==> config.mk <==
export PLATFORM = sky130hd
export DESIGN_NAME = dtio_terminal_io
export DESIGN_NICKNAME = d
export VERILOG_FILES = /design/src/dtio_pkg.sv /design/src/dtio_terminal_io.sv
export SDC_FILE = /design/constraint.sdc
export NUM_CORES = 1
export LEC_CHECK = 0
export BUFFER_PORTS_ARGS = -buffer_cell sky130_fd_sc_hd__buf_2
export CORE_ASPECT_RATIO = 1.2
export CORE_UTILIZATION = 25
export CTS_CLUSTER_DIAMETER = 200
export DETAILED_ROUTE_END_ITERATION = 7
export SLEW_MARGIN = 20
export SYNTH_ARGS = -nofsm -noshare
export SYNTH_HDL_FRONTEND = slang
export SYNTH_SLANG_ARGS = --single-unit
==> constraint.sdc <==
create_clock -name clock -period 26.8 [get_ports clock]
set_input_delay 2.68 -clock clock [delete_from_list [all_inputs] [get_ports clock]]
set_output_delay 2.68 -clock clock [all_outputs]
set_load 0.01 [all_outputs]
==> src/dtio_pkg.sv <==
// shared constants, register map and carrier types for the terminal io block
package dtio_pkg;

  localparam int unsigned CLK_HZ            = 50_000_000;
  localparam int unsigned DELAY_STEP_MS     = 100;
  localparam int unsigned DELAY_STEP_CYCLES = CLK_HZ / 1000 * DELAY_STEP_MS;
  localparam logic [15:0] DELAY_MAX_STEPS   = 16'h8CA0;
  localparam int unsigned PULSE_MAX_HZ      = 100_000;
  localparam logic [31:0] PULSE_MIN_PERIOD  = 32'(CLK_HZ / PULSE_MAX_HZ);

  localparam int unsigned NUM_CFG    = 13;
  localparam int unsigned NUM_REGS   = 17;
  localparam int unsigned NUM_DIN    = 10;
  localparam int unsigned NUM_DELAY  = 3;
  localparam int unsigned NUM_AIN    = 3;
  localparam int unsigned NUM_FOUT   = 5;

  localparam logic [11:0] OFS_BELOW_MIN   = 12'h000;
  localparam logic [11:0] OFS_IN1_DELAY   = 12'h004;
  localparam logic [11:0] OFS_IN2_DELAY   = 12'h008;
  localparam logic [11:0] OFS_IN3_DELAY   = 12'h00C;
  localparam logic [11:0] OFS_POL_LOW     = 12'h010;
  localparam logic [11:0] OFS_POL_HIGH    = 12'h014;
  localparam logic [11:0] OFS_AIN2_TYPE   = 12'h018;
  localparam logic [11:0] OFS_MUX_MODE    = 12'h01C;
  localparam logic [11:0] OFS_SWITCH_FN   = 12'h020;
  localparam logic [11:0] OFS_RELAY1_FN   = 12'h024;
  localparam logic [11:0] OFS_RELAY2_FN   = 12'h028;
  localparam logic [11:0] OFS_OC1_FN      = 12'h02C;
  localparam logic [11:0] OFS_EXP_FN      = 12'h030;
  localparam logic [11:0] OFS_STATUS      = 12'h034;
  localparam logic [11:0] OFS_AIN1_RESULT = 12'h038;
  localparam logic [11:0] OFS_AIN2_RESULT = 12'h03C;
  localparam logic [11:0] OFS_AIN3_RESULT = 12'h040;

  // register indices of the configuration words
  localparam int unsigned IDX_BELOW_MIN = 0;
  localparam int unsigned IDX_IN1_DELAY = 1;
  localparam int unsigned IDX_POL_LOW   = 4;
  localparam int unsigned IDX_POL_HIGH  = 5;
  localparam int unsigned IDX_AIN2_TYPE = 6;
  localparam int unsigned IDX_MUX_MODE  = 7;
  localparam int unsigned IDX_FIRST_FN  = 8;

  localparam logic [15:0] CFG_RESET [NUM_CFG] = '{
    16'h0000, 16'h0000, 16'h0000, 16'h0000, 16'h0000, 16'h0000, 16'h0000,
    16'h0000, 16'h0000, 16'h0002, 16'h0000, 16'h0001, 16'h0004};

  localparam logic [3:0] FN_NONE      = 4'h0;
  localparam logic [3:0] FN_RUNNING   = 4'h1;
  localparam logic [3:0] FN_FAULT     = 4'h2;
  localparam logic [3:0] FN_FREQ_LVL  = 4'h3;
  localparam logic [3:0] FN_FREQ_ARR  = 4'h4;
  localparam logic [3:0] FN_ZERO_RUN  = 4'h5;
  localparam logic [3:0] FN_OVL_WARN  = 4'h6;
  localparam logic [3:0] BELOW_USE_MIN  = 4'h0;
  localparam logic [3:0] BELOW_USE_ZERO = 4'h1;

  localparam logic [1:0] RESP_OKAY   = 2'h0;
  localparam logic [1:0] RESP_SLVERR = 2'h2;

  typedef struct packed {
    logic running;
    logic freqIsZero;
    logic faulted;
    logic freqLevelDetectOne;
    logic freqArrived;
    logic overloadPrealarm;
  } dtio_drive_s;

  typedef struct packed {
    logic signed [15:0] level;
    logic signed [15:0] curveMin;
    logic signed [15:0] minSetting;
    logic signed [15:0] curveSetting;
  } dtio_analog_s;

  // one decimal digit of a parameter word, ones digit at position 0
  function automatic logic [3:0] decDigit(input logic [15:0] value, input int unsigned pos);
    logic [15:0] v;
    v = value;
    for (int unsigned i = 0; i < 5; i++) begin
      if (i < pos) begin
        v = v / 16'd10;
      end
    end
    return 4'(v % 16'd10);
  endfunction

endpackage

==> src/dtio_terminal_io.sv <==
// terminal input conditioning and output function routing behind an axi4-lite slave
// What this block does
// - analog digits ones/tens/hundreds select below-minimum handling
// - digit 0: below minimum gives curve minimum setting
// - digit 1: below minimum gives zero percent
// - input change delay 0 to 3600 s, 0.1 s
// - only inputs one to three get delay
// - inputs one-five polarity from first parameter digits
// - inputs six-ten polarity from second parameter digits
// - active high valid when connected, low inverted
// - second analog input voltage at 0, current 1
// - multiplexed terminal pulse at 0, switching at 1
// - pulse output frequency limited to 100 kHz
// - five outputs each route one selectable function
// - function code zero keeps output inactive
// - code 1 asserts while running, zero frequency included
// - code 2 asserts on fault shutdown
// - codes 3 and 4 select level-detect, arrival
// - code 5 asserts only running at zero frequency
// - code 6 asserts on motor overload pre-alarm
//
// Chosen here: register access over AXI4-Lite and the address map.
`timescale 1ns/1ns
`default_nettype none

module dtio_terminal_io #(
  parameter int unsigned DELAY_STEP_CYCLES = dtio_pkg::DELAY_STEP_CYCLES
) (
  input  wire logic                  clock,
  input  wire logic                  srst,
  input  wire logic [11:0]           s_axi_awaddr,
  input  wire logic                  s_axi_awvalid,
  output logic                       s_axi_awready,
  input  wire logic [31:0]           s_axi_wdata,
  input  wire logic [3:0]            s_axi_wstrb,
  input  wire logic                  s_axi_wvalid,
  output logic                       s_axi_wready,
  output logic [1:0]                 s_axi_bresp,
  output logic                       s_axi_bvalid,
  input  wire logic                  s_axi_bready,
  input  wire logic [11:0]           s_axi_araddr,
  input  wire logic                  s_axi_arvalid,
  output logic                       s_axi_arready,
  output logic [31:0]                s_axi_rdata,
  output logic [1:0]                 s_axi_rresp,
  output logic                       s_axi_rvalid,
  input  wire logic                  s_axi_rready,
  input  wire logic [9:0]            digitalInConnected,
  output logic [9:0]                 digitalInValid,
  input  wire dtio_pkg::dtio_analog_s analogInOne,
  input  wire dtio_pkg::dtio_analog_s analogInTwo,
  input  wire dtio_pkg::dtio_analog_s analogInThree,
  output logic signed [15:0]         analogSettingOne,
  output logic signed [15:0]         analogSettingTwo,
  output logic signed [15:0]         analogSettingThree,
  output logic                       analogTwoIsCurrent,
  input  wire dtio_pkg::dtio_drive_s driveStatus,
  input  wire logic [31:0]           pulsePeriodCycles,
  output logic                       multiplexedTerminal,
  output logic                       relayOne,
  output logic                       relayTwo,
  output logic                       openCollectorOutputOne,
  output logic                       expansionOutput
);

  logic [15:0] cfg_ff [dtio_pkg::NUM_CFG];
  logic        awTaken_ff;
  logic        wTaken_ff;
  logic [11:0] awAddr_ff;
  logic [31:0] wData_ff;
  logic [3:0]  wStrb_ff;
  logic        bvalid_ff;
  logic [1:0]  bresp_ff;
  logic        rvalid_ff;
  logic [1:0]  rresp_ff;
  logic [31:0] rdata_ff;
  logic [31:0] nxt_rdata;
  logic [1:0]  nxt_rresp;
  logic [9:0]  wrIndex;
  logic [9:0]  rdIndex;
  logic        doWrite;

  logic [9:0]  syncA_ff;
  logic [9:0]  syncB_ff;
  logic [9:0]  activeLow;
  logic [9:0]  validated;
  logic [9:0]  dinValid_ff;
  logic [31:0] tickCnt_ff;
  logic        tick_ff;

  logic [31:0] pulseCnt_ff;
  logic        pulseLevel_ff;
  logic [31:0] pulsePeriod;

  logic [4:0]  fnOut_ff;
  logic        muxOut_ff;
  logic signed [15:0] aSet_ff [dtio_pkg::NUM_AIN];
  dtio_pkg::dtio_analog_s ain [dtio_pkg::NUM_AIN];

  assign ain[0] = analogInOne;
  assign ain[1] = analogInTwo;
  assign ain[2] = analogInThree;

  // ---------------- axi4-lite slave ----------------
  // address and data are latched separately so either may arrive first
  assign s_axi_awready = !awTaken_ff && !bvalid_ff;
  assign s_axi_wready  = !wTaken_ff && !bvalid_ff;
  assign s_axi_bvalid  = bvalid_ff;
  assign s_axi_bresp   = bresp_ff;
  assign s_axi_arready = !rvalid_ff;
  assign s_axi_rvalid  = rvalid_ff;
  assign s_axi_rresp   = rresp_ff;
  assign s_axi_rdata   = rdata_ff;
  assign wrIndex       = awAddr_ff[11:2];
  assign rdIndex       = s_axi_araddr[11:2];
  assign doWrite       = awTaken_ff && wTaken_ff;

  always_ff @(posedge clock) begin
    if (srst) begin
      awTaken_ff <= 1'b0;
      awAddr_ff  <= 12'h000;
    end else if (s_axi_awvalid && s_axi_awready) begin
      awTaken_ff <= 1'b1;
      awAddr_ff  <= s_axi_awaddr;
    end else if (doWrite) begin
      awTaken_ff <= 1'b0;
    end
  end

  always_ff @(posedge clock) begin
    if (srst) begin
      wTaken_ff <= 1'b0;
      wData_ff  <= 32'h0000_0000;
      wStrb_ff  <= 4'h0;
    end else if (s_axi_wvalid && s_axi_wready) begin
      wTaken_ff <= 1'b1;
      wData_ff  <= s_axi_wdata;
      wStrb_ff  <= s_axi_wstrb;
    end else if (doWrite) begin
      wTaken_ff <= 1'b0;
    end
  end

  always_ff @(posedge clock) begin
    if (srst) begin
      bvalid_ff <= 1'b0;
      bresp_ff  <= dtio_pkg::RESP_OKAY;
    end else if (doWrite) begin
      bvalid_ff <= 1'b1;
      bresp_ff  <= (wrIndex < 10'(dtio_pkg::NUM_CFG)) ? dtio_pkg::RESP_OKAY
                                                     : dtio_pkg::RESP_SLVERR;
    end else if (bvalid_ff && s_axi_bready) begin
      bvalid_ff <= 1'b0;
    end
  end

  // parameter words; the delay words saturate at one hour so the timer never overruns
  always_ff @(posedge clock) begin
    if (srst) begin
      for (int i = 0; i < dtio_pkg::NUM_CFG; i++) begin
        cfg_ff[i] <= dtio_pkg::CFG_RESET[i];
      end
    end else if (doWrite && (wrIndex < 10'(dtio_pkg::NUM_CFG))) begin
      for (int i = 0; i < dtio_pkg::NUM_CFG; i++) begin
        if (wrIndex == 10'(i)) begin
          logic [15:0] v;
          v = cfg_ff[i];
          if (wStrb_ff[0]) begin
            v[7:0] = wData_ff[7:0];
          end
          if (wStrb_ff[1]) begin
            v[15:8] = wData_ff[15:8];
          end
          if ((i >= dtio_pkg::IDX_IN1_DELAY)
              && (i < dtio_pkg::IDX_IN1_DELAY + dtio_pkg::NUM_DELAY)
              && (v > dtio_pkg::DELAY_MAX_STEPS)) begin
            v = dtio_pkg::DELAY_MAX_STEPS;
          end
          cfg_ff[i] <= v;
        end
      end
    end
  end

  always_comb begin
    nxt_rdata = 32'h0000_0000;
    nxt_rresp = dtio_pkg::RESP_OKAY;
    if (rdIndex < 10'(dtio_pkg::NUM_CFG)) begin
      nxt_rdata = {16'h0000, cfg_ff[rdIndex[3:0]]};
    end else begin
      case ({rdIndex, 2'b00})
        dtio_pkg::OFS_STATUS:
          nxt_rdata = {16'h0000, muxOut_ff, fnOut_ff, dinValid_ff};
        dtio_pkg::OFS_AIN1_RESULT: nxt_rdata = {{16{aSet_ff[0][15]}}, aSet_ff[0]};
        dtio_pkg::OFS_AIN2_RESULT: nxt_rdata = {{16{aSet_ff[1][15]}}, aSet_ff[1]};
        dtio_pkg::OFS_AIN3_RESULT: nxt_rdata = {{16{aSet_ff[2][15]}}, aSet_ff[2]};
        default: nxt_rresp = dtio_pkg::RESP_SLVERR;
      endcase
    end
  end

  always_ff @(posedge clock) begin
    if (srst) begin
      rvalid_ff <= 1'b0;
      rresp_ff  <= dtio_pkg::RESP_OKAY;
      rdata_ff  <= 32'h0000_0000;
    end else if (s_axi_arvalid && s_axi_arready) begin
      rvalid_ff <= 1'b1;
      rresp_ff  <= nxt_rresp;
      rdata_ff  <= nxt_rdata;
    end else if (rvalid_ff && s_axi_rready) begin
      rvalid_ff <= 1'b0;
    end
  end

  // ---------------- analog below-minimum handling ----------------
  // curve scaling happens upstream; this stage only overrides below the curve minimum
  always_ff @(posedge clock) begin
    if (srst) begin
      for (int i = 0; i < dtio_pkg::NUM_AIN; i++) begin
        aSet_ff[i] <= 16'sh0000;
      end
    end else begin
      for (int i = 0; i < dtio_pkg::NUM_AIN; i++) begin
        logic [3:0] choice;
        choice = dtio_pkg::decDigit(cfg_ff[dtio_pkg::IDX_BELOW_MIN], i);
        if (ain[i].level >= ain[i].curveMin) begin
          aSet_ff[i] <= ain[i].curveSetting;
        end else if (choice == dtio_pkg::BELOW_USE_ZERO) begin
          aSet_ff[i] <= 16'sh0000;
        end else begin
          aSet_ff[i] <= ain[i].minSetting;
        end
      end
    end
  end

  assign analogSettingOne   = aSet_ff[0];
  assign analogSettingTwo   = aSet_ff[1];
  assign analogSettingThree = aSet_ff[2];
  // only bit 0 counts; the jumper must match it, which the block cannot check
  assign analogTwoIsCurrent = cfg_ff[dtio_pkg::IDX_AIN2_TYPE][0];

  // ---------------- digital inputs ----------------
  always_ff @(posedge clock) begin
    if (srst) begin
      syncA_ff <= 10'h000;
      syncB_ff <= 10'h000;
    end else begin
      syncA_ff <= digitalInConnected;
      syncB_ff <= syncA_ff;
    end
  end

  always_comb begin
    for (int i = 0; i < 5; i++) begin
      activeLow[i]     = dtio_pkg::decDigit(cfg_ff[dtio_pkg::IDX_POL_LOW], i) == 4'h1;
      activeLow[i + 5] = dtio_pkg::decDigit(cfg_ff[dtio_pkg::IDX_POL_HIGH], i) == 4'h1;
    end
  end

  // polarity first, so the delay below times the validated state both ways
  assign validated = syncB_ff ^ activeLow;

  // 0.1 s time base shared by the three delayed inputs
  always_ff @(posedge clock) begin
    if (srst) begin
      tickCnt_ff <= 32'h0000_0000;
      tick_ff    <= 1'b0;
    end else if (tickCnt_ff >= 32'(DELAY_STEP_CYCLES - 1)) begin
      tickCnt_ff <= 32'h0000_0000;
      tick_ff    <= 1'b1;
    end else begin
      tickCnt_ff <= tickCnt_ff + 32'h0000_0001;
      tick_ff    <= 1'b0;
    end
  end

  // the first step may be short by up to one tick since the time base runs free
  for (genvar g = 0; g < dtio_pkg::NUM_DELAY; g++) begin : gDelay
    logic [15:0] stepCnt_ff;
    always_ff @(posedge clock) begin
      if (srst) begin
        stepCnt_ff     <= 16'h0000;
        dinValid_ff[g] <= 1'b0;
      end else if (validated[g] == dinValid_ff[g]) begin
        stepCnt_ff <= 16'h0000;
      end else if (cfg_ff[dtio_pkg::IDX_IN1_DELAY + g] == 16'h0000) begin
        dinValid_ff[g] <= validated[g];
      end else if (tick_ff) begin
        if (stepCnt_ff + 16'h0001 >= cfg_ff[dtio_pkg::IDX_IN1_DELAY + g]) begin
          dinValid_ff[g] <= validated[g];
          stepCnt_ff     <= 16'h0000;
        end else begin
          stepCnt_ff <= stepCnt_ff + 16'h0001;
        end
      end
    end
  end

  always_ff @(posedge clock) begin
    if (srst) begin
      dinValid_ff[9:3] <= 7'h00;
    end else begin
      dinValid_ff[9:3] <= validated[9:3];
    end
  end

  assign digitalInValid = dinValid_ff;

  // ---------------- output function routing ----------------
  function automatic logic routeFn(input logic [15:0] code, input dtio_pkg::dtio_drive_s st);
    logic hit;
    hit = 1'b0;
    if (code[15:4] == 12'h000) begin
      case (code[3:0])
        dtio_pkg::FN_NONE:     hit = 1'b0;
        dtio_pkg::FN_RUNNING:  hit = st.running;
        dtio_pkg::FN_FAULT:    hit = st.faulted;
        dtio_pkg::FN_FREQ_LVL: hit = st.freqLevelDetectOne;
        dtio_pkg::FN_FREQ_ARR: hit = st.freqArrived;
        dtio_pkg::FN_ZERO_RUN: hit = st.running && st.freqIsZero;
        dtio_pkg::FN_OVL_WARN: hit = st.overloadPrealarm;
        default:               hit = 1'b0;
      endcase
    end
    return hit;
  endfunction

  // order: switching output, relay one, relay two, open collector one, expansion
  always_ff @(posedge clock) begin
    if (srst) begin
      fnOut_ff <= 5'h00;
    end else begin
      for (int i = 0; i < dtio_pkg::NUM_FOUT; i++) begin
        fnOut_ff[i] <= routeFn(cfg_ff[dtio_pkg::IDX_FIRST_FN + i], driveStatus);
      end
    end
  end

  assign relayOne               = fnOut_ff[1];
  assign relayTwo               = fnOut_ff[2];
  assign openCollectorOutputOne = fnOut_ff[3];
  assign expansionOutput        = fnOut_ff[4];

  // ---------------- multiplexed terminal ----------------
  // periods shorter than the limit are stretched rather than refused
  assign pulsePeriod = (pulsePeriodCycles < dtio_pkg::PULSE_MIN_PERIOD)
                       ? dtio_pkg::PULSE_MIN_PERIOD : pulsePeriodCycles;

  always_ff @(posedge clock) begin
    if (srst) begin
      pulseCnt_ff   <= 32'h0000_0000;
      pulseLevel_ff <= 1'b0;
    end else if ((pulsePeriodCycles == 32'h0000_0000) || cfg_ff[dtio_pkg::IDX_MUX_MODE][0]) begin
      pulseCnt_ff   <= 32'h0000_0000;
      pulseLevel_ff <= 1'b0;
    end else if (pulseCnt_ff >= (pulsePeriod >> 1) - 32'h0000_0001) begin
      pulseCnt_ff   <= 32'h0000_0000;
      pulseLevel_ff <= !pulseLevel_ff;
    end else begin
      pulseCnt_ff <= pulseCnt_ff + 32'h0000_0001;
    end
  end

  always_ff @(posedge clock) begin
    if (srst) begin
      muxOut_ff <= 1'b0;
    end else if (cfg_ff[dtio_pkg::IDX_MUX_MODE][0]) begin
      muxOut_ff <= fnOut_ff[0];
    end else begin
      muxOut_ff <= pulseLevel_ff;
    end
  end

  assign multiplexedTerminal = muxOut_ff;

endmodule

`default_nettype wire

==> run summary <==
Final Max Slew Viols - 0
Fraction of registers with async set/reset - 0%
Worst path arrival time - 12.44 ns
DR iter-0 viols - 3032
Area grow syn2layout - 14.8%
Final core utilization - 29.0%
Hold worst-path end - syncB_ff[8]$_SDFF_PP0_
Largest net degree at the start of global routing - 59
Vias - 35146
Leakage - 16.7 nW
Reg2Reg Depth - 35
Input/output buffers - 387
First-pass GRT wire length - 196000 um
Final Net Count - 5141
Yosys reg bits - 457
Setup bufs post-CTS - 0
Max-Cap Viols - 0
Syn Inst Count - 4413
Skew final - 0.0499 ns
GPL Wtd Cong - 0.912
Crit. End Element - flip-flop
Worst-path clk slew - 0.06 ns
DRT Pass-1 Iters - 6
H-tree level count - 2
CTS buffer count - 52
Layout cell share with drive strength beyond 1 - 15.2%
Die X - 355 um
WP data required - 27.33 ns
DRC Markers - 0
Min-delay worst type - reg2reg
Final period utilization - 44.4%
Critical setup path kind - reg2reg
Post-synth EDFFs - 256
Post-route ant nets - 0
Synth Cell Area - 37300 um2
Routed wire length - 129000 um
CTS tree - yes
Num ports - 412
Largest area contributor in the netlist - edfxtp_1
Starting Density - 25.3%
# hold bufs at CTS - 0
RR Startpoint - cfg_ff[5][14]$_SDFFCE_PN0P_
Seq/Total Area, Yosys - 31.4%
Row Count - 154
Leading cell type in the layout, fill and taps excluded - buf_2
Pwr/cell area - 66.2 nW/um2
Clock Path Buffers - 3
Relative slew slack - 29.6%
Grt total ovfl - 0
GRT Util Overall - 16.4%
Via density - 5.27
Final setup violation count - 0
Worst Tran Pin Value - 1.06 ns
Final hold viol count - 0
Cell variety after synth - 135
HPWL after DPL - 100000 um
CP Max Fanout - 30
Clock root buffer - clkbuf_16
Initial antenna violation count - 23
RSZ-0062 raised after global routing - no
CORE AREA - 147000 um2
Top_reg_cell synth - edfxtp_1
Maximum VDD drop - 55.3 uV
Routed len/inst - 19.3 um
Hold path startpoint - syncA_ff[8]$_SDFF_PP0_
Final setup TNS - 0 ns
# clock sinks - 457
Crit path time final - 11.91 ns
Max Freq - 0.0840 GHz
Synth top area cells - edfxtp_1 (21%), dfxtp_1 (11%), ha_1 (5.7%), mux4_2 (3.9%), nor2_1 (3.8%)
Vias in the first global route - 32973
Fill cells - 15672
# resized after CTS - 0
Yosys top cell area share - 20.6%
Die area - 151000 um2
Critical path's largest stage delay - 0.98 ns
Chip height - 425 um
Synth warnings - 0
CP Launch Type - flip-flop
Crit Reg-Reg Endpoint - digitalInValid[8]$_SDFF_PP0_
Worst-Skew Late Latency - 0.67 ns
Worst hold stages - 1
Commonest cells after routing, fill and taps aside - buf_2 (385), nand2_1 (376), nor2_1 (376), a21oi_1 (274), edfxtp_1 (256)
Slowest cell on crit path - a21oi_1
Worst R2R Setup Slack - 14.89 ns
Syn Area/Cell - 8.45 um2
Status - finished, final reports clean
-- report_power, final --
part	internal, mW	total, mW	switching, mW
Sequential	0.777	0.821	0.0444
Clock	0.438	0.758	0.320
Combinational	0.475	1.25	0.779
Total	1.69	2.83	1.14
-- cells in the mapped netlist, types with 58 or more instances --
master	n
inv_1	182
xor2_1	92
nand2b_1	84
nor3_1	133
a211oi_1	59
nor4_1	80
a21o_1	59
ha_1	171
mux4_2	64
dfxtp_1	201
a22oi_1	62
a31oi_1	58
nor2b_1	122
nor2_1	380
and3_1	82
and2_1	127
o21ai_0	231
nand2_1	376
a21oi_1	276
nand3_1	115
xnor2_1	105
clkbuf_1	199
edfxtp_1	256
-- layout make-up --
class                   instances  area (um2)  share of cell area, %
flip-flops and latches        457       11700                   27.4
inverters                     194         728                   1.70
diodes                          8        20.0                 0.0468
repair buffers                439        2330                   5.45
well taps                    1950        2440                   5.70
multi-input cells            3519       23800                   55.6
clock inverters                31         395                  0.924
clock buffers                  66        1390                   3.24
-- per-layer routing --
| metal | vias to the layer above | global-route usage (%) | share of wire, % |
|---|---|---|---|
| li1 | 16907 | - | - |
| met3 | 219 | 2.86 | 6.4 |
| met5 | - | 0 | 0.092 |
| met4 | 16 | 7.45 | 5.0 |
| met2 | 1133 | 27.9 | 48 |
| met1 | 16871 | 20.1 | 41 |
-- flip-flops by register name, indices dropped and copies added (netlist names), 2 cells and up --
register           count
aSet_ff               48
syncB_ff              10
digitalInValid        10
syncA_ff              10
wData_ff              16
cfg_ff               208
awAddr_ff             10
gDelay.stepCnt_ff     48
wStrb_ff               2
tickCnt_ff            32
fnOut_ff               5
s_axi_rdata           17
pulseCnt_ff           32
-- critical path, delay by kind of cell, from the launching register on --
kind,cells,cell delay (ns)
compound gates,15,5.34
buf+inv,4,0.42
xor+xnor,1,0.37
simple gates,10,3.32
fa+ha+maj,3,0.87
mux,2,0.69
flops,1,0.78
-- through the flow --
| stage | power, mW | setup WS [ns] | hold WS (ns) | cells | instance area (um2) |
|---|---|---|---|---|---|
| after floorplan | 1.76 | 17.70 | 0.414 | 4471 | 37500 |
| after global placement | 2.06 | 15.05 | 0.425 | 6558 | 41000 |
| after detailed placement | 2.08 | 14.92 | 0.422 | 6558 | 41000 |
| after CTS | 2.85 | 14.93 | 0.432 | 6655 | 42800 |
| after global routing | 3.02 | 13.87 | 0.455 | 6660 | 42800 |
| final | 2.83 | 14.89 | 0.425 | 6664 | 42800 |
-- worst max-delay path by stage --
stage	from	end	slack, ns
detailed placement	cfg_ff[5][14]$_SDFFCE_PN0P_	digitalInValid[8]$_SDFF_PP0_	14.92
global route	cfg_ff[5][14]$_SDFFCE_PN0P_	digitalInValid[8]$_SDFF_PP0_	13.87
floorplan	cfg_ff[5][12]$_SDFFCE_PN0P_	digitalInValid[8]$_SDFF_PP0_	17.70
CTS	cfg_ff[5][14]$_SDFFCE_PN0P_	digitalInValid[8]$_SDFF_PP0_	14.93
finish	cfg_ff[5][14]$_SDFFCE_PN0P_	digitalInValid[8]$_SDFF_PP0_	14.89
global placement	cfg_ff[5][14]$_SDFFCE_PN0P_	digitalInValid[8]$_SDFF_PP0_	15.05
-- kinds of logic (layout without fill, tap and decap cells) --
logic type	count (synthesis)	count (layout)	share of synthesized area [%]
buffers and inverters	495	730	5.59
adders and majority gates	187	187	6.17
AOI/OAI and AO/OA	1210	1210	22.4
other	2	68	0.0201
muxes	117	117	5.35
and+or+nand+nor	1745	1745	24.3
DFF	457	457	31.4
xor gates and xnor gates	200	200	4.77
(Power assumes the default switching activity.)
